==> src/verilog/scr_pkg.sv <==
/*
 * Constants for the synthesizer core control register group: register
 * offsets, field positions, write masks, reset values and calibration timing.
 * Assumes a 16-bit register port with a 7-bit word address.
 */
package scr_pkg;
   // ****************************************************************
   // Register word addresses.
   // ****************************************************************
   localparam logic [6:0] ADDR_MAIN = 7'h00;
   localparam logic [6:0] ADDR_DIV = 7'h01;
   localparam logic [6:0] ADDR_FORCE = 7'h08;
   localparam logic [6:0] ADDR_DBL = 7'h09;
   localparam logic [6:0] ADDR_CUR = 7'h10;
   localparam logic [6:0] ADDR_BAND = 7'h13;
   localparam logic [6:0] ADDR_STAT = 7'h20;

   // ****************************************************************
   // Field positions.
   // ****************************************************************
   localparam int POS_SYNC = 14;
   localparam int POS_MUTE = 9;
   localparam int POS_ADJ = 7;
   localparam int POS_CAL = 3;
   localparam int POS_SEL = 2;
   localparam int POS_SRST = 1;
   localparam int POS_SLEEP = 0;
   localparam int POS_CUR_FRC = 14;
   localparam int POS_BAND_FRC = 11;
   localparam int POS_DBL = 12;

   // ****************************************************************
   // Writable bit masks and values after reset.
   // ****************************************************************
   localparam logic [15:0] MASK_MAIN = 16'h438f;
   localparam logic [15:0] MASK_DIV = 16'h0007;
   localparam logic [15:0] MASK_FORCE = 16'h4800;
   localparam logic [15:0] MASK_DBL = 16'h1000;
   localparam logic [15:0] MASK_CUR = 16'h01ff;
   localparam logic [15:0] MASK_BAND = 16'h00ff;
   localparam logic [15:0] RST_MAIN = 16'h000c;
   localparam logic [15:0] RST_DIV = 16'h0004;
   localparam logic [15:0] RST_FORCE = 16'h0000;
   localparam logic [15:0] RST_DBL = 16'h0000;
   localparam logic [15:0] RST_CUR = 16'h0080;
   localparam logic [15:0] RST_BAND = 16'h00b7;

   // ****************************************************************
   // Calibration length in state machine clock ticks.
   // ****************************************************************
   localparam logic [7:0] CAL_TICKS = 8'h10;

   typedef enum logic [0:0] {CAL_IDLE, CAL_RUN} scr_cal_e;
endpackage : scr_pkg

==> src/verilog/scr_tick_gen.sv <==
/*
 * State machine clock tick generator: one pulse every 2^(div+adj) cycles.
 * Assumes the system clock stands in for the reference input.
 */
`timescale 1ns/1ps
module scr_tick_gen (
   // Clock and reset
   input wire logic clk_i,
   input wire logic nrst_i,
   // Control
   input wire logic run_i,
   input wire logic [2:0] div_i,
   input wire logic [1:0] adj_i,
   // Tick out
   output logic tick_o
);
   logic [10:0] cnt_r;
   wire [3:0] shift = {1'b0, div_i} + {2'b00, adj_i};
   wire [10:0] ratio = 11'h001 << shift;
   wire hit = (cnt_r == ratio - 11'h001);

   assign tick_o = run_i & hit;

   always_ff @(posedge clk_i) begin
      if (!nrst_i || !run_i || hit) begin
         cnt_r <= 11'h000;
      end else begin
         cnt_r <= cnt_r + 11'h001;
      end
   end
endmodule : scr_tick_gen

==> src/verilog/scr_cal_fsm.sv <==
/*
 * Calibration sequencer: runs a fixed number of ticks, then captures the
 * band and current found by the analog search.
 * Assumes the search results on its inputs are stable at the last tick.
 */
`timescale 1ns/1ps
module scr_cal_fsm (
   // Clock and reset
   input wire logic clk_i,
   input wire logic nrst_i,
   // Control
   input wire logic start_i,
   input wire logic tick_i,
   // Search results
   input wire logic [7:0] band_i,
   input wire logic [8:0] cur_i,
   // Status and results
   output logic busy_o,
   output logic done_o,
   output logic [7:0] band_o,
   output logic [8:0] cur_o
);
   scr_pkg::scr_cal_e state_r;
   logic [7:0] cnt_r;
   wire last = tick_i && (cnt_r == scr_pkg::CAL_TICKS - 8'h01);

   assign busy_o = (state_r == scr_pkg::CAL_RUN);

   always_ff @(posedge clk_i) begin
      if (!nrst_i) begin
         state_r <= scr_pkg::CAL_IDLE;
         cnt_r <= 8'h00;
         done_o <= 1'b0;
         band_o <= scr_pkg::RST_BAND[7:0];
         cur_o <= scr_pkg::RST_CUR[8:0];
      end else begin
         done_o <= 1'b0;
         unique case (state_r)
            scr_pkg::CAL_IDLE: begin
               cnt_r <= 8'h00;
               if (start_i) begin
                  state_r <= scr_pkg::CAL_RUN;
               end
            end
            scr_pkg::CAL_RUN: begin
               // A new trigger restarts the search.
               if (start_i) begin
                  cnt_r <= 8'h00;
               end else if (last) begin
                  state_r <= scr_pkg::CAL_IDLE;
                  done_o <= 1'b1;
                  band_o <= band_i;
                  cur_o <= cur_i;
               end else if (tick_i) begin
                  cnt_r <= cnt_r + 8'h01;
               end
            end
         endcase
      end
   end
endmodule : scr_cal_fsm

==> src/verilog/scr_core.sv <==
/*
 * Synthesizer core control registers with calibration sequencing,
 * phase-sync pulse, output muting, status pin select and VCO overrides.
 * Assumes a register master on the plain port whose strobes are one cycle
 * long and never both high, and synchronous inputs from the analog side.
 */
`timescale 1ns/1ps
module scr_core (
   // Clock and reset
   input wire logic clk_i,
   input wire logic nrst_i,
   // Register port
   input wire logic [6:0] addr_i,
   input wire logic [15:0] wdata_i,
   input wire logic we_i,
   input wire logic re_i,
   output logic [15:0] rdata_o,
   // Analog side inputs
   input wire logic lock_detect_i,
   input wire logic readback_bit_i,
   input wire logic [7:0] cal_band_i,
   input wire logic [8:0] cal_cur_i,
   // Control outputs
   output logic phase_sync_mode_o,
   output logic sync_pulse_o,
   output logic rf_mute_o,
   output logic sleep_o,
   output logic ref_doubler_o,
   output logic mux_pin_o,
   output logic cal_busy_o,
   output logic [7:0] vco_band_o,
   output logic [8:0] vco_cur_o
);
   // ****************************************************************
   // Register storage.
   // ****************************************************************
   logic [15:0] main_r;
   logic [15:0] div_r;
   logic [15:0] force_r;
   logic [15:0] dbl_r;
   logic [15:0] cur_r;
   logic [15:0] band_r;
   logic [15:0] main_nxt;
   logic sync_prev_r;

   // ****************************************************************
   // Decode.
   // ****************************************************************
   wire wr_main = we_i && (addr_i == scr_pkg::ADDR_MAIN);
   wire wr_div = we_i && (addr_i == scr_pkg::ADDR_DIV);
   wire wr_force = we_i && (addr_i == scr_pkg::ADDR_FORCE);
   wire wr_dbl = we_i && (addr_i == scr_pkg::ADDR_DBL);
   wire wr_cur = we_i && (addr_i == scr_pkg::ADDR_CUR);
   wire wr_band = we_i && (addr_i == scr_pkg::ADDR_BAND);
   wire soft_rst = main_r[scr_pkg::POS_SRST];
   wire core_nrst = nrst_i && !soft_rst;
   wire wr_srst = wdata_i[scr_pkg::POS_SRST];
   wire cal_start = wr_main && wdata_i[scr_pkg::POS_CAL] && !wr_srst && !soft_rst;
   wire cal_busy;
   wire cal_done;
   wire cal_tick;
   wire [7:0] cal_band;
   wire [8:0] cal_cur;
   wire [15:0] stat_word = {14'h0000, lock_detect_i, cal_busy};
   wire sync_bit = main_r[scr_pkg::POS_SYNC];

   // While soft reset is written, every other field returns to its reset value.
   assign main_nxt = wr_srst ? (scr_pkg::RST_MAIN | (16'h0001 << scr_pkg::POS_SRST))
                             : (wdata_i & scr_pkg::MASK_MAIN);

   wire [15:0] rd_mux =
      (addr_i == scr_pkg::ADDR_MAIN) ? main_r :
      (addr_i == scr_pkg::ADDR_DIV) ? div_r :
      (addr_i == scr_pkg::ADDR_FORCE) ? force_r :
      (addr_i == scr_pkg::ADDR_DBL) ? dbl_r :
      (addr_i == scr_pkg::ADDR_CUR) ? cur_r :
      (addr_i == scr_pkg::ADDR_BAND) ? band_r :
      (addr_i == scr_pkg::ADDR_STAT) ? stat_word : 16'h0000;

   // ****************************************************************
   // Main control register, held apart from soft reset.
   // ****************************************************************
   always_ff @(posedge clk_i) begin
      if (!nrst_i) begin
         main_r <= scr_pkg::RST_MAIN;
      end else if (wr_main) begin
         main_r <= main_nxt;
      end
   end

   // ****************************************************************
   // Other registers, all loaded with their reset values while soft reset is held.
   // ****************************************************************
   always_ff @(posedge clk_i) begin
      if (!core_nrst) begin
         div_r <= scr_pkg::RST_DIV;
      end else if (wr_div) begin
         div_r <= wdata_i & scr_pkg::MASK_DIV;
      end
   end

   always_ff @(posedge clk_i) begin
      if (!core_nrst) begin
         force_r <= scr_pkg::RST_FORCE;
      end else if (wr_force) begin
         force_r <= wdata_i & scr_pkg::MASK_FORCE;
      end
   end

   always_ff @(posedge clk_i) begin
      if (!core_nrst) begin
         dbl_r <= scr_pkg::RST_DBL;
      end else if (wr_dbl) begin
         dbl_r <= wdata_i & scr_pkg::MASK_DBL;
      end
   end

   always_ff @(posedge clk_i) begin
      if (!core_nrst) begin
         cur_r <= scr_pkg::RST_CUR;
      end else if (wr_cur) begin
         cur_r <= wdata_i & scr_pkg::MASK_CUR;
      end
   end

   always_ff @(posedge clk_i) begin
      if (!core_nrst) begin
         band_r <= scr_pkg::RST_BAND;
      end else if (wr_band) begin
         band_r <= wdata_i & scr_pkg::MASK_BAND;
      end
   end

   // ****************************************************************
   // Read port: data one cycle after the strobe, zero otherwise.
   // ****************************************************************
   always_ff @(posedge clk_i) begin
      if (!nrst_i || !re_i) begin
         rdata_o <= 16'h0000;
      end else begin
         rdata_o <= rd_mux;
      end
   end

   // ****************************************************************
   // Calibration clock and sequencer.
   // ****************************************************************
   scr_tick_gen u_tick (
      .clk_i (clk_i),
      .nrst_i (core_nrst),
      .run_i (cal_busy),
      .div_i (div_r[2:0]),
      .adj_i (main_r[scr_pkg::POS_ADJ +: 2]),
      .tick_o (cal_tick)
   );

   scr_cal_fsm u_cal (
      .clk_i (clk_i),
      .nrst_i (core_nrst),
      .start_i (cal_start),
      .tick_i (cal_tick),
      .band_i (cal_band_i),
      .cur_i (cal_cur_i),
      .busy_o (cal_busy),
      .done_o (cal_done),
      .band_o (cal_band),
      .cur_o (cal_cur)
   );

   assign cal_busy_o = cal_busy;

   // ****************************************************************
   // Registered control outputs.
   // ****************************************************************
   wire pulse_nxt = sync_bit && !sync_prev_r;
   wire mute_nxt = main_r[scr_pkg::POS_MUTE] && cal_busy;
   wire pin_nxt = main_r[scr_pkg::POS_SEL] ? lock_detect_i : readback_bit_i;
   wire band_frc = force_r[scr_pkg::POS_BAND_FRC];
   wire cur_frc = force_r[scr_pkg::POS_CUR_FRC];
   // A forced band outside the legal range is passed on unchecked.
   wire [7:0] band_nxt = band_frc ? band_r[7:0] : cal_band;
   wire [8:0] cur_nxt = cur_frc ? cur_r[8:0] : cal_cur;

   // The detector resets to the idle low level of the mode bit, so no false pulse follows a reset.
   always_ff @(posedge clk_i) begin
      if (!core_nrst) begin
         sync_prev_r <= 1'b0;
         sync_pulse_o <= 1'b0;
      end else begin
         sync_prev_r <= sync_bit;
         sync_pulse_o <= pulse_nxt;
      end
   end

   always_ff @(posedge clk_i) begin
      if (!core_nrst) begin
         phase_sync_mode_o <= 1'b0;
      end else begin
         phase_sync_mode_o <= sync_bit;
      end
   end

   // Muting trails the busy flag by one cycle, as the other outputs do.
   always_ff @(posedge clk_i) begin
      if (!core_nrst) begin
         rf_mute_o <= 1'b0;
      end else begin
         rf_mute_o <= mute_nxt;
      end
   end

   always_ff @(posedge clk_i) begin
      if (!core_nrst) begin
         sleep_o <= 1'b0;
      end else begin
         sleep_o <= main_r[scr_pkg::POS_SLEEP];
      end
   end

   always_ff @(posedge clk_i) begin
      if (!core_nrst) begin
         ref_doubler_o <= 1'b0;
      end else begin
         ref_doubler_o <= dbl_r[scr_pkg::POS_DBL];
      end
   end

   always_ff @(posedge clk_i) begin
      if (!core_nrst) begin
         mux_pin_o <= 1'b0;
      end else begin
         mux_pin_o <= pin_nxt;
      end
   end

   // Results stay held after calibration, so releasing a force shows them at once.
   always_ff @(posedge clk_i) begin
      if (!core_nrst) begin
         vco_band_o <= scr_pkg::RST_BAND[7:0];
         vco_cur_o <= scr_pkg::RST_CUR[8:0];
      end else begin
         vco_band_o <= band_nxt;
         vco_cur_o <= cur_nxt;
      end
   end

   // ****************************************************************
   // Assertions.
   // ****************************************************************
   a_sync_edge: assert property (@(posedge clk_i) disable iff (!nrst_i)
      (core_nrst && sync_bit && !sync_prev_r) |=> sync_pulse_o)
      else $error("sync pulse missing after phase-sync rise");

   a_sync_single: assert property (@(posedge clk_i) disable iff (!nrst_i)
      sync_pulse_o |=> !sync_pulse_o)
      else $error("sync pulse longer than one cycle");

   a_sync_mode: assert property (@(posedge clk_i) disable iff (!nrst_i)
      (core_nrst && $past(core_nrst) && sync_bit) |=> phase_sync_mode_o)
      else $error("phase-sync mode not driven");

   a_mute_cal: assert property (@(posedge clk_i) disable iff (!nrst_i)
      rf_mute_o |-> ($past(cal_busy) && $past(main_r[scr_pkg::POS_MUTE])))
      else $error("mute outside calibration or without mute bit");

   a_mute_during: assert property (@(posedge clk_i) disable iff (!nrst_i)
      (core_nrst && cal_busy && main_r[scr_pkg::POS_MUTE]) |=> (rf_mute_o || !core_nrst))
      else $error("outputs not muted during calibration");

   a_cal_trigger: assert property (@(posedge clk_i) disable iff (!nrst_i)
      cal_start |=> cal_busy [*2])
      else $error("calibration not started by main write");

   a_cal_ends: assert property (@(posedge clk_i) disable iff (!nrst_i)
      (cal_start && div_r[2:0] == 3'h0 && wdata_i[scr_pkg::POS_ADJ +: 2] == 2'h0)
      ##1 (!we_i [*8]) ##1 (!we_i [*8])
      |-> ##[0:2] cal_done)
      else $error("fast calibration did not finish in time");

   a_status_pin: assert property (@(posedge clk_i) disable iff (!nrst_i)
      (core_nrst && !main_r[scr_pkg::POS_SEL]) |=> (mux_pin_o == $past(readback_bit_i) || !core_nrst))
      else $error("status pin not showing readback");

   a_soft_hold: assert property (@(posedge clk_i) disable iff (!nrst_i)
      soft_rst |=> (div_r == scr_pkg::RST_DIV && !cal_busy && force_r == scr_pkg::RST_FORCE))
      else $error("registers not held in soft reset");

   a_soft_sticky: assert property (@(posedge clk_i) disable iff (!nrst_i)
      (soft_rst && !wr_main) |=> soft_rst)
      else $error("soft reset cleared itself");

   a_band_force: assert property (@(posedge clk_i) disable iff (!nrst_i)
      (core_nrst && force_r[scr_pkg::POS_BAND_FRC] && !wr_band && !we_i) |=> ##1
      (vco_band_o == $past(band_r[7:0], 2) || !core_nrst))
      else $error("forced band not applied");

   a_cur_force: assert property (@(posedge clk_i) disable iff (!nrst_i)
      (core_nrst && force_r[scr_pkg::POS_CUR_FRC]) |=> (vco_cur_o == $past(cur_r[8:0]) || !core_nrst))
      else $error("forced current not applied");

   a_div_reset: assert property (@(posedge clk_i)
      !nrst_i |=> (div_r == scr_pkg::RST_DIV && main_r == scr_pkg::RST_MAIN))
      else $error("wrong reset values");

   a_read_latency: assert property (@(posedge clk_i) disable iff (!nrst_i)
      (re_i && addr_i == scr_pkg::ADDR_DIV) |=> (rdata_o == $past(div_r)))
      else $error("read data wrong or late");

   a_read_idle: assert property (@(posedge clk_i) disable iff (!nrst_i)
      !re_i |=> (rdata_o == 16'h0000))
      else $error("read data not zero outside a read");

   a_stat_read: assert property (@(posedge clk_i) disable iff (!nrst_i)
      (re_i && addr_i == scr_pkg::ADDR_STAT) |=> (rdata_o[1] == $past(lock_detect_i)))
      else $error("status read does not show lock detect");

   a_sleep_pin: assert property (@(posedge clk_i) disable iff (!nrst_i)
      core_nrst |=> (sleep_o == $past(main_r[scr_pkg::POS_SLEEP])))
      else $error("sleep output does not follow its bit");

   a_doubler_pin: assert property (@(posedge clk_i) disable iff (!nrst_i)
      core_nrst |=> (ref_doubler_o == $past(dbl_r[scr_pkg::POS_DBL])))
      else $error("doubler output does not follow its bit");

   a_mute_idle: assert property (@(posedge clk_i) disable iff (!nrst_i)
      !cal_busy |=> !rf_mute_o)
      else $error("outputs muted outside calibration");

   a_band_cal: assert property (@(posedge clk_i) disable iff (!nrst_i)
      (core_nrst && !force_r[scr_pkg::POS_BAND_FRC]) |=> (vco_band_o == $past(cal_band)))
      else $error("calibrated band not applied");

   a_cur_cal: assert property (@(posedge clk_i) disable iff (!nrst_i)
      (core_nrst && !force_r[scr_pkg::POS_CUR_FRC]) |=> (vco_cur_o == $past(cal_cur)))
      else $error("calibrated current not applied");

   a_srst_main: assert property (@(posedge clk_i) disable iff (!nrst_i)
      (wr_main && wr_srst) |=> (main_r == (scr_pkg::RST_MAIN | (16'h0001 << scr_pkg::POS_SRST))))
      else $error("soft reset write did not restore main fields");

   c_cal_done: cover property (@(posedge clk_i) disable iff (!nrst_i) cal_done);
   c_sync: cover property (@(posedge clk_i) disable iff (!nrst_i) sync_pulse_o);
   c_mute: cover property (@(posedge clk_i) disable iff (!nrst_i) rf_mute_o);
   c_force: cover property (@(posedge clk_i) disable iff (!nrst_i) force_r[scr_pkg::POS_BAND_FRC]);
   c_soft: cover property (@(posedge clk_i) disable iff (!nrst_i) soft_rst ##1 !soft_rst);
endmodule : scr_core

==> config.mk <==
export PLATFORM = sky130hd
export DESIGN_NAME = scr_core
export DESIGN_NICKNAME = d
export VERILOG_FILES = /design/src/verilog/scr_pkg.sv /design/src/verilog/scr_tick_gen.sv /design/src/verilog/scr_cal_fsm.sv /design/src/verilog/scr_core.sv
export SDC_FILE = /design/constraint.sdc
export NUM_CORES = 1
export LEC_CHECK = 0
export BUFFER_PORTS_ARGS = -buffer_cell sky130_fd_sc_hd__buf_4
export CAP_MARGIN = 40
export CORE_ASPECT_RATIO = 1.5
export CORE_MARGIN = 4
export CORE_UTILIZATION = 50
export CTS_CLUSTER_SIZE = 24
export DETAILED_ROUTE_END_ITERATION = 10
export PLACE_DENSITY = 0.82
export SETUP_SLACK_MARGIN = 0.4
export SYNTH_ARGS = -nofsm -noshare
export SYNTH_HDL_FRONTEND = slang
export SYNTH_SLANG_ARGS = --single-unit
==> constraint.sdc <==
create_clock -name clk_i -period 6.5 [get_ports clk_i]
set_input_delay 0 -clock clk_i [delete_from_list [all_inputs] [get_ports clk_i]]
set_output_delay 0 -clock clk_i [all_outputs]
set_load 0.1 [all_outputs]
==> results of run 1 <==
## layer usage
metal  track usage [%]  wire (um)
met1              24.9       4840
met2              42.4       7010
met3              4.50        824
met4              12.8        556
met5                 0          0
## power breakdown
| part | internal (uW) | switching, uW |
|---|---|---|
| registers | 637 | 0.867 |
| clock network | 271 | 256 |
| logic | 36.5 | 42.6 |
| total | 945 | 299 |
## flip-flops by register name, indices dropped and copies added (netlist names)
name,cells
u_cal.cnt_r,8
phase_sync_mode_o,1
sync_pulse_o,1
band_r,8
u_cal.cur_o,9
ref_doubler_o,1
main_r,8
vco_band_o,8
sleep_o,1
rf_mute_o,1
force_r,2
vco_cur_o,9
rdata_o,13
u_cal.busy_o,1
mux_pin_o,1
div_r,3
u_tick.cnt_r,11
u_cal.band_o,8
cur_r,9
dbl_r,1
## layout make-up
cell class	count	area share [%]
Timing Repair Buffer	116	15.9
Sequential cell	104	34.7
Inverter	13	0.813
Clock inverter	6	1.00
Multi-Input combinational cell	401	41.4
Clock buffer	10	3.81
Tap cell	112	2.33
## final timing paths
| check | start | to | cells after the start |
|---|---|---|---|
| setup / recovery | main_r[7] | u_tick.cnt_r[8] | 13 |
| hold / removal | re_i | rdata_o[7] | 3 |
| setup reg to reg | main_r[7] | u_tick.cnt_r[8] | 13 |
| hold reg to reg | phase_sync_mode_o | sync_pulse_o | 1 |
## logic make-up after synthesis
kind of cell / synth area share, %
simple gates: 25.8
compound gates: 16.3
flops: 43.5
buf+inv: 4.76
mux: 5.30
xor+xnor: 2.56
fa+ha+maj: 1.72
other cells: 0.0783
## layout by cell type, fill, tap and decap left out, types with 10 or more instances in the layout
cell type      count
dlygate4sd3_1     34
nand3_1           36
nand2_1           70
dfxtp_1          104
mux2i_1           22
nand4_1           19
nor2b_1           10
nor2_1            31
a21oi_1           41
buf_4             82
and2_1            10
o211ai_1          11
o31ai_1           14
inv_1             13
nor3_1            15
## critical path, stage by stage, from the launching register on
cell	delay [ns]
dfxtp_1	0.37
ha_1	0.24
inv_1	0.07
fa_1	0.78
nor2b_1	0.42
nand2_1	0.11
ha_1	0.34
xnor2_1	0.19
or3_1	0.33
a211o_1	0.28
a22oi_1	0.19
nand4_1	0.41
nor2_1	0.69
nor3_1	0.12
## stage by stage
step / area [um2] / worst slack [ns] / total power [uW] / cells / hold WS (ns)
floorplan: 4800 / 2.75 / 686 / 558 / 0.124
global placement: 5370 / 1.94 / 713 / 712 / 0.226
detailed placement: 5370 / 1.83 / 714 / 712 / 0.234
CTS: 6000 / 1.83 / 1250 / 762 / 0.0424
global route: 6000 / 1.41 / 1280 / 762 / 0.0572
finish: 6000 / 1.82 / 1240 / 762 / 0.0636
## cells in the mapped netlist (2+ instances only)
master,number
o31ai_1,14
mux2_2,3
mux2i_1,22
inv_1,13
nand3_1,36
xnor2_1,7
xor2_1,7
nand2b_1,6
and3_1,7
nor3b_1,7
o211a_1,2
dfxtp_1,104
a222oi_1,2
nand2_1,70
or3_1,7
clkbuf_1,25
o211ai_1,11
a22oi_1,9
o32a_1,2
buf_4,4
nor2_1,31
ha_1,5
buf_2,5
nand4_1,19
and2_1,10
or4_1,5
a21oi_1,41
o21ai_0,8
nor3_1,15
nor2b_1,10
buf_1,5
nor4_1,4
nand4b_1,2
o41ai_1,8
or2_2,3
## repair_timing
| action | CTS | global route |
|---|---|---|
| hold buffers | 34 | 0 |
| endpoints found under the setup margin | 0 | 0 |
| endpoints found under the hold margin | 49 | 0 |
| setup buffers | 0 | 0 |
==> summary.txt, run 1 <==
Floorplan
  – DIE WIDTH: 87.9 um
  – Die area: 11200 um2
  – Die span in y: 128 um
  – Core box area: 9310 um2
  – Initial core utilization: 51.4%
  – Boundary Pins: 86
  – Row cnt: 43

Clocking
  – Worst-path clk slew: 0.07 ns
  – Clk sinks: 104
  – Root Driver: clkbuf_16
  – CTS tree: done
  – Number of buffers created by CTS: 9
  – H-tree Lvls: 3
  – Post_cts resized: 0
  – Clock Path Buffers: 2
  – Worst-Skew Late Latency: 0.35 ns

STA
  – Final period utilization: 72.0%
  – Fin. max-slew vios: 0
  – RSZ-0062 raised after global routing: no
  – Worst Clk Skew: 0.0120 ns
  – Final hold vios: 0
  – Relative slew slack: 38.4%
  – Max Fclk: 214 MHz
  – Final Setup Violations: 0
  – Fin Setup TNS: 0 ns
  – Final min period: 4.68 ns
  – Worst Max-Slew Pin Slew: 0.918 ns

Route
  – Final ANT Viol Nets: 0
  – Initial DRC count: 300
  – DRC viols: 0
  – Routed WL: 13200 um
  – Pre-antenna DRT Iters: 5
  – Average wire per standard cell: 17.4 um
  – Via-to-Cell Ratio: 5.96
  – DR vias: 4543

Pwr
  – Cell Pwr Density: 207 nW/um2
  – Leakage: 0.00226 uW
  – Peak supply drop: 0.169 mV

Global routing
  – Initial antenna violation count: 0
  – Vias in the first global route: 4387
  – Largest net degree at the start of global routing: 37
  – First-pass GRT wire length: 20800 um
  – Total gr overflow: 0
  – Tot GR Track Use: 23.5%

Placed design
  – PortBufs: 79
  – Post-DP HPWL: 9260 um
  – GPL Wtd Cong: 0.865

Synthesis
  – Yosys reg bits: 104
  – Largest area contributor in the netlist: dfxtp_1
  – Netlist cell types: 62
  – Post-synthesis sequential area ratio: 43.5%
  – Synth async-reset ratio: 0%
  – Number of synthesized flops with an enable pin: 0
  – Post-synthesis cell area: 4790 um2
  – Yosys top cell area share: 43.5%
  – Mapped Avg Cell Area: 8.61 um2
  – YS warnings: 0
  – Post-Syn Instances: 556
  – Synth Flop Type: dfxtp_1
  – Synth top area cells: dfxtp_1 (43%), nand2_1 (5.5%), mux2i_1 (4.6%), a21oi_1 (4.3%), nand3_1 (3.8%)

Setup path
  – Crit Path Max Fanout: 15
  – Kind of critical path: reg2reg
  – Critical Path AT: 4.88 ns
  – Crit. End Element: flip-flop
  – Worst EP required: 6.70 ns
  – Reg2Reg Setup Slack: 1.82 ns
  – Setup crit start kind: flip-flop

Layout
  – Diode count: 0
  – Area taken by flip-flops and latches: 2080 um2
  – Area growth syn-to-layout: 25.3%
  – Layout fillers: 716
  – Final nets: 697
  – Multi-input gate area: 2490 um2
  – Fraction of layout cells with a size suffix above 1: 17.1%
  – Finished Core Util: 64.5%

Status
  – Status: finished, final reports clean

Worst hold path
  – HP Class: in2reg

Flow run
  – Max-cap viol count: 0
(Power assumes the default switching activity.)
==> inputs of run 2 (changes only) <==
--- a/config.mk
+++ b/config.mk
@@ -5,6 +5,7 @@
 export SDC_FILE = /design/constraint.sdc
 export NUM_CORES = 1
 export LEC_CHECK = 0
+export ABC_AREA = 1
 export BUFFER_PORTS_ARGS = -buffer_cell sky130_fd_sc_hd__buf_4
 export CAP_MARGIN = 40
 export CORE_ASPECT_RATIO = 1.5
@@ -12,7 +13,7 @@
 export CORE_UTILIZATION = 50
 export CTS_CLUSTER_SIZE = 24
 export DETAILED_ROUTE_END_ITERATION = 10
-export PLACE_DENSITY = 0.82
+export PLACE_DENSITY = 0.85
 export SETUP_SLACK_MARGIN = 0.4
 export SYNTH_ARGS = -nofsm -noshare
 export SYNTH_HDL_FRONTEND = slang
==> constraint.sdc (replaced) <==
create_clock -name clk_i -period 4.3 [get_ports clk_i]
set_input_delay 0 -clock clk_i [delete_from_list [all_inputs] [get_ports clk_i]]
set_output_delay 0 -clock clk_i [all_outputs]
set_load 0.1 [all_outputs]
==> summary.txt, run 2 <==
Pwr
  – Seq pwr share: 47.2%
  – Combinational share of power: 6.1%
  – Cell Pwr Density: 341 nW/um2
  – Sw frac: 20.7%
  – Leakage: 0.00270 uW
  – Clock Power Share: 46.7%
  – Internal power: 1620 uW
  – NetSw: 424 uW
  – Peak supply drop: 0.297 mV

STA
  – Relative slew slack: 35.3%
  – Final hold vios: 0
  – RSZ-0062 raised after global routing: no
  – Fin. max-slew vios: 0
  – Worst Clk Skew: 0.00475 ns
  – PnR worst setup slack: 0.650 ns
  – Final Setup Violations: 0
  – Final min period: 3.65 ns
  – Max Fclk: 274 MHz
  – Fin Setup TNS: 0 ns
  – Worst Max-Slew Pin Slew: 0.962 ns
  – Final period utilization: 84.9%

Route
  – Average wire per standard cell: 14.7 um
  – Pre-antenna DRT Iters: 5
  – DR vias: 4588
  – Via-to-Cell Ratio: 5.30
  – Initial DRC count: 294
  – DRC viols: 0
  – Routed WL: 12700 um
  – Final ANT Viol Nets: 0

Synthesis
  – Netlist cell types: 37
  – Yosys top cell area share: 45.2%
  – Post-Syn Instances: 638
  – Synth top area cells: dfxtp_1 (45%), nand2_1 (12%), inv_1 (5.9%), nand3_1 (5.8%), nor2_1 (5.7%)
  – YS warnings: 0
  – Mapped Avg Cell Area: 7.22 um2
  – Synth async-reset ratio: 0%
  – Yosys reg bits: 104
  – Number of synthesized flops with an enable pin: 0
  – Post-synthesis sequential area ratio: 45.2%
  – Synth top cells by count: nand2_1 (150), dfxtp_1 (104), inv_1 (72)
  – Most common cell in the netlist: nand2_1
  – Synth Flop Type: dfxtp_1
  – Largest area contributor in the netlist: dfxtp_1
  – Post-synthesis cell area: 4610 um2

Placed design
  – Post-DP Area: 5260 um2
  – Post-DP HPWL: 8740 um
  – Worst slack at placement: 0.535 ns
  – GPL Wtd Cong: 0.859
  – PortBufs: 79

Clocking
  – CTS tree: done
  – Root Driver: clkbuf_16
  – Number of buffers created by CTS: 9
  – Worst-path clk slew: 0.07 ns
  – Post-CTS Repair Setup Buffers: 0
  – H-tree Lvls: 3
  – Worst-Skew Late Latency: 0.34 ns
  – Clk sinks: 104
  – Clock Path Buffers: 2

Setup path
  – Worst Path Buf+Inv: 4
  – Cell family with most CP delay: simple AND/OR/NAND/NOR gates
  – Setup crit start kind: flip-flop
  – Critical Path Most Common Cell: nand2_1
  – Crit Path Max Fanout: 29
  – Worst EP required: 4.58 ns
  – Worst Setup SP: div_r[0]
  – Crit. End Element: flip-flop
  – Kind of critical path: reg2reg
  – Max incr delay on CP: 0.58 ns
  – Crit-path cells: ha_1 > inv_1 > fa_1 > inv_2 > nor2_2 > inv_2 > nor2_2 > nand2_1 > ha_1 > xnor2_1 > inv_1 > nand2_1 > nand2_1 > nor2_1 > nand2_1 > nor2_1 > nand2_1 > nor2_4 > nand2_8 > nand2_1 > nand2_1 > nor2_1
  – RR Startpoint: div_r[0]
  – Critical Path AT: 3.93 ns
  – Slowest-stage cell, CP: fa_1

Floorplan
  – Die span in y: 126 um
  – Row cnt: 42
  – DIE WIDTH: 86.4 um
  – Initial core utilization: 51.6%
  – Boundary Pins: 86
  – Die area: 10800 um2
  – Core box area: 8930 um2

Layout
  – Leading registers by flop count: rdata_o (13), u_tick.cnt_r (11)
  – Max FFs per register: 13
  – Area taken by flip-flops and latches: 2080 um2
  – Most common cell after layout, fill and taps aside: nand2_1
  – Multi-input gate area: 2150 um2
  – Area growth syn-to-layout: 30.1%
  – Biggest register: rdata_o
  – Fraction of layout cells with a size suffix above 1: 16.4%
  – Final nets: 801
  – Layout fillers: 695
  – Design Area, Final: 6000 um2
  – Commonest cells after routing, fill and taps aside: nand2_1 (150), dfxtp_1 (104), buf_4 (81)

Global routing
  – Initial antenna violation count: 0
  – Vias in the first global route: 4572
  – Largest net degree at the start of global routing: 60
  – Total gr overflow: 0
  – First-pass GRT wire length: 20700 um
  – Tot GR Track Use: 23.7%

Status
  – Status: finished, final reports clean

Flow run
  – Max-cap viol count: 0

Worst hold path
  – Min-delay src: addr_i[0]
  – HP Class: in2reg
[run 2: cell types whose count changed after synthesis, moves of 14 or more]
| cell | before | now |
|---|---|---|
| clkbuf_1 | 25 | 11 |
| inv_1 | 13 | 72 |
| mux2i_1 | 22 | 0 |
| nand2_1 | 70 | 150 |
| nand3_1 | 36 | 53 |
| nor2_1 | 31 | 70 |
| o21ai_0 | 8 | 29 |
| o31ai_1 | 14 | 0 |
[run 2: worst paths after layout]
kind / to / slack [ns] / depth (start not counted)
worst max-delay path: u_cal.cur_o[5] / 0.65 / 22
worst min-delay path: rdata_o[11] / 0.02 / 4
worst max register to register: u_cal.cur_o[5] / 0.65 / 22
worst min register to register: sync_pulse_o / 0.46 / 1
[run 2: final cells by class]
type,count,share of cell area (%)
diodes,1,0.0417
clock buffers,12,4.28
clock inverters,4,1.65
inverters,81,5.07
multi-input cells,436,35.8
flip-flops and latches,104,34.7
well taps,110,2.30
repair buffers,117,16.2
[run 2: logic make-up (layout without fill, tap and decap cells)]
family          after synthesis  count (layout)  share of synthesized area [%]
fa+ha+maj                     6               6                           1.79
flops                       104             104                           45.2
other cells                   1               4                         0.0814
compound gates               93              93                           11.3
xor+xnor                     10              10                           1.90
simple gates                324             324                           30.9
buf+inv                     100             214                           8.85
[run 2: repair_timing]
action,CTS,global route
hold endpoints to repair,43,0
endpoints found under the setup margin,0,17
hold buffers,36,0
gates resized for setup,0,2
[run 2: tightest hold or removal path, stage by stage]
cell and delay, ns:
buf_4 0.10, nor2_1 0.04, nand3_1 0.12, nor4_1 0.06
[run 2: stage by stage]
stage	util [%]	hold slack (ns)	instances	power, uW
3_3_place_gp	58.9	0.200	812	1080
4_1_cts	66.9	0.0130	864	2050
3_5_place_dp	58.9	0.209	812	1080
2_1_floorplan	-	0.0846	640	1040
6_report	67.1	0.0195	865	2050
5_1_grt	67.1	0.0448	864	2100
[run 2: power groups by stage]
| stage | logic (uW) | registers (uW) | clock network, uW |
|---|---|---|---|
| floorplan | 41.7 | 997 | 0 |
| global placement | 93.4 | 988 | 0 |
| detailed placement | 94.5 | 988 | 0 |
| CTS | 121 | 966 | 963 |
| global route | 133 | 966 | 1000 |
| finish | 125 | 966 | 955 |
[run 2: metal layers]
| metal | GRT usage [%] | part of all wire [%] | vias to the layer above | wire length (um) |
|---|---|---|---|---|
| met2 | 45.9 | 55 | 154 | 7010 |
| li1 | - | - | 2284 | - |
| met3 | 4.41 | 4.7 | 39 | 590 |
| met4 | 8.90 | 3.4 | 0 | 426 |
| met1 | 24.3 | 37 | 2111 | 4660 |
| met5 | 0 | 0 | - | 0 |
==> inputs of run 3 (changes only) <==
--- a/config.mk
+++ b/config.mk
@@ -5,7 +5,7 @@
 export SDC_FILE = /design/constraint.sdc
 export NUM_CORES = 1
 export LEC_CHECK = 0
-export ABC_AREA = 1
+export ABC_AREA = 0
 export BUFFER_PORTS_ARGS = -buffer_cell sky130_fd_sc_hd__buf_4
 export CAP_MARGIN = 40
 export CORE_ASPECT_RATIO = 1.5
==> constraint.sdc (replaced) <==
create_clock -name clk_i -period 3.35 [get_ports clk_i]
set_input_delay 0 -clock clk_i [delete_from_list [all_inputs] [get_ports clk_i]]
set_output_delay 0 -clock clk_i [all_outputs]
set_load 0.1 [all_outputs]
==> summary.txt, run 3 (synthesis results as in run 1) <==
Status
  – Status: finished with violations
  – Violated checks: negative setup slack

Setup path
  – Kind of critical path: reg2reg
  – Worst EP required: 3.57 ns
  – Slowest-stage cell, CP: fa_2
  – Crit. End Element: flip-flop
  – Crit-path cells: ha_4 > inv_2 > fa_2 > nor2b_4 > nand2_2 > ha_4 > xnor2_2 > or3_1 > a211o_1 > a22oi_2 > nand4_1 > buf_6 > buf_6 > o31ai_1 > a21oi_1
  – Crit Path Max Fanout: 10
  – Setup crit start kind: flip-flop
  – Critical Path AT: 3.73 ns
  – Max incr delay on CP: 0.56 ns

Floorplan
  – Boundary Pins: 86
  – Initial core utilization: 51.4%
  – DIE WIDTH: 87.9 um
  – Row cnt: 43
  – Die span in y: 128 um
  – Core box area: 9310 um2
  – Die area: 11200 um2

Route
  – Routed WL: 16600 um
  – DR vias: 5164
  – Pre-antenna DRT Iters: 6
  – Average wire per standard cell: 20.7 um
  – DRC viols: 0
  – Initial DRC count: 422
  – Via-to-Cell Ratio: 6.43
  – Final ANT Viol Nets: 0

Layout
  – Layout fillers: 557
  – Leading registers by flop count: rdata_o (13), u_tick.cnt_r (11)
  – Area taken by flip-flops and latches: 2080 um2
  – Commonest cells after routing, fill and taps aside: buf_4 (109), dfxtp_1 (102), nand2_1 (66)
  – Diode count: 0
  – Most common cell after layout, fill and taps aside: buf_4
  – Finished Core Util: 72.4%
  – Final instance count without filler cells: 803
  – Biggest register: rdata_o
  – Multi-input gate area: 2870 um2
  – Area growth syn-to-layout: 40.7%
  – Final nets: 739
  – Max FFs per register: 13
  – Fraction of layout cells with a size suffix above 1: 29.5%

Pwr
  – Sw frac: 24.7%
  – Clock Power Share: 42.0%
  – Internal power: 1820 uW
  – Peak supply drop: 0.376 mV
  – Leakage: 0.00254 uW
  – Cell Pwr Density: 359 nW/um2
  – Seq pwr share: 51.2%
  – NetSw: 597 uW
  – Combinational share of power: 6.8%

STA
  – PnR worst setup slack: -0.160 ns
  – Final period utilization: 105%
  – Max Fclk: 285 MHz
  – Worst Max-Slew Pin Slew: 0.872 ns
  – Fin. max-slew vios: 0
  – Final Setup Violations: 33
  – Relative slew slack: 41.4%
  – Final hold vios: 0
  – Final min period: 3.51 ns
  – RSZ-0062 raised after global routing: yes
  – Worst Clk Skew: 0.0103 ns

Clocking
  – Clock Path Buffers: 2
  – Worst-Skew Late Latency: 0.36 ns
  – Root Driver: clkbuf_16
  – Clk sinks: 104
  – Number of buffers created by CTS: 9
  – H-tree Lvls: 3
  – Worst-path clk slew: 0.08 ns
  – CTS tree: done

Placed design
  – Post-DP HPWL: 9910 um
  – GPL Wtd Cong: 0.937
  – Placed insts: 736
  – PortBufs: 79

Flow run
  – Max-cap viol count: 0

Global routing
  – Met1 global-route usage: 28.8%
  – M2 GR Usage: 47.7%
  – Tot GR Track Use: 27.6%
  – Gr busiest metal: met2
  – Vias in the first global route: 4958
  – Total gr overflow: 0
  – First-pass GRT wire length: 24200 um
  – Met3 GRT Util: 5.92%
  – Initial antenna violation count: 0
  – Largest net degree at the start of global routing: 37

Worst hold path
  – HP Class: in2reg
-- run 3: final cells by class --
type	count	area share [%]
clock buffers	9	3.34
clock inverters	6	0.761
inverters	13	0.724
multi-input cells	403	42.6
flip-flops and latches	104	30.9
well taps	112	2.08
repair buffers	156	19.6
-- run 3: metal layers --
metal  wire (um)  vias up
met5           0        -
met4        1430        0
met3        1250      117
met2        8400      371
met1        5550     2405
li1            -     2271
-- run 3: worst max-delay path, delay by kind of cell, from the launching register on --
family	cells	cell delay [ns]
compound gates	4	0.89
simple gates	4	0.75
fa+ha+maj	3	0.88
flops	1	0.36
xor+xnor	1	0.13
buf+inv	3	0.34
-- run 3: stage by stage --
step / total power, uW / hold slack (ns) / setup TNS, ns / worst slack, ns / cell area (um2)
after global placement: 1390 / 0.224 / 0 / 0.0625 / 5690
after floorplan: 1330 / 0.124 / -1.55 / -0.167 / 4990
after global routing: 2480 / 0.0622 / -5.73 / -0.400 / 6740
final: 2420 / 0.0446 / -1.72 / -0.160 / 6740
after detailed placement: 1390 / 0.233 / -0.337 / -0.0891 / 5690
after CTS: 2390 / 0.0388 / -0.00387 / -0.00387 / 6540
-- run 3: repair_timing --
item                       CTS  global route
buffers inserted             8             6
hold buffers                36             0
hold endpoints to repair    49             0
gates cloned                 1             1
resized for setup           23            25
setup endpoints to repair   37            37
pin swaps                   32            16
-- run 3: power groups by stage --
stage	combinational, uW	sequential [uW]	clock [uW]
after global placement	119	1270	0
after detailed placement	120	1270	0
after CTS	154	1240	1000
after floorplan	57.9	1270	0
after global routing	171	1240	1070
final	164	1240	1020
-- run 3: worst paths after layout --
kind                                   startpoint              to  slack, ns  cells after the start
worst max-delay path                     div_r[0]  u_cal.cnt_r[4]      -0.16                     15
worst min-delay path                         re_i      rdata_o[3]       0.04                      3
worst max register to register           div_r[0]  u_cal.cnt_r[4]      -0.16                     15
worst min register to register  phase_sync_mode_o    sync_pulse_o       0.43                      1
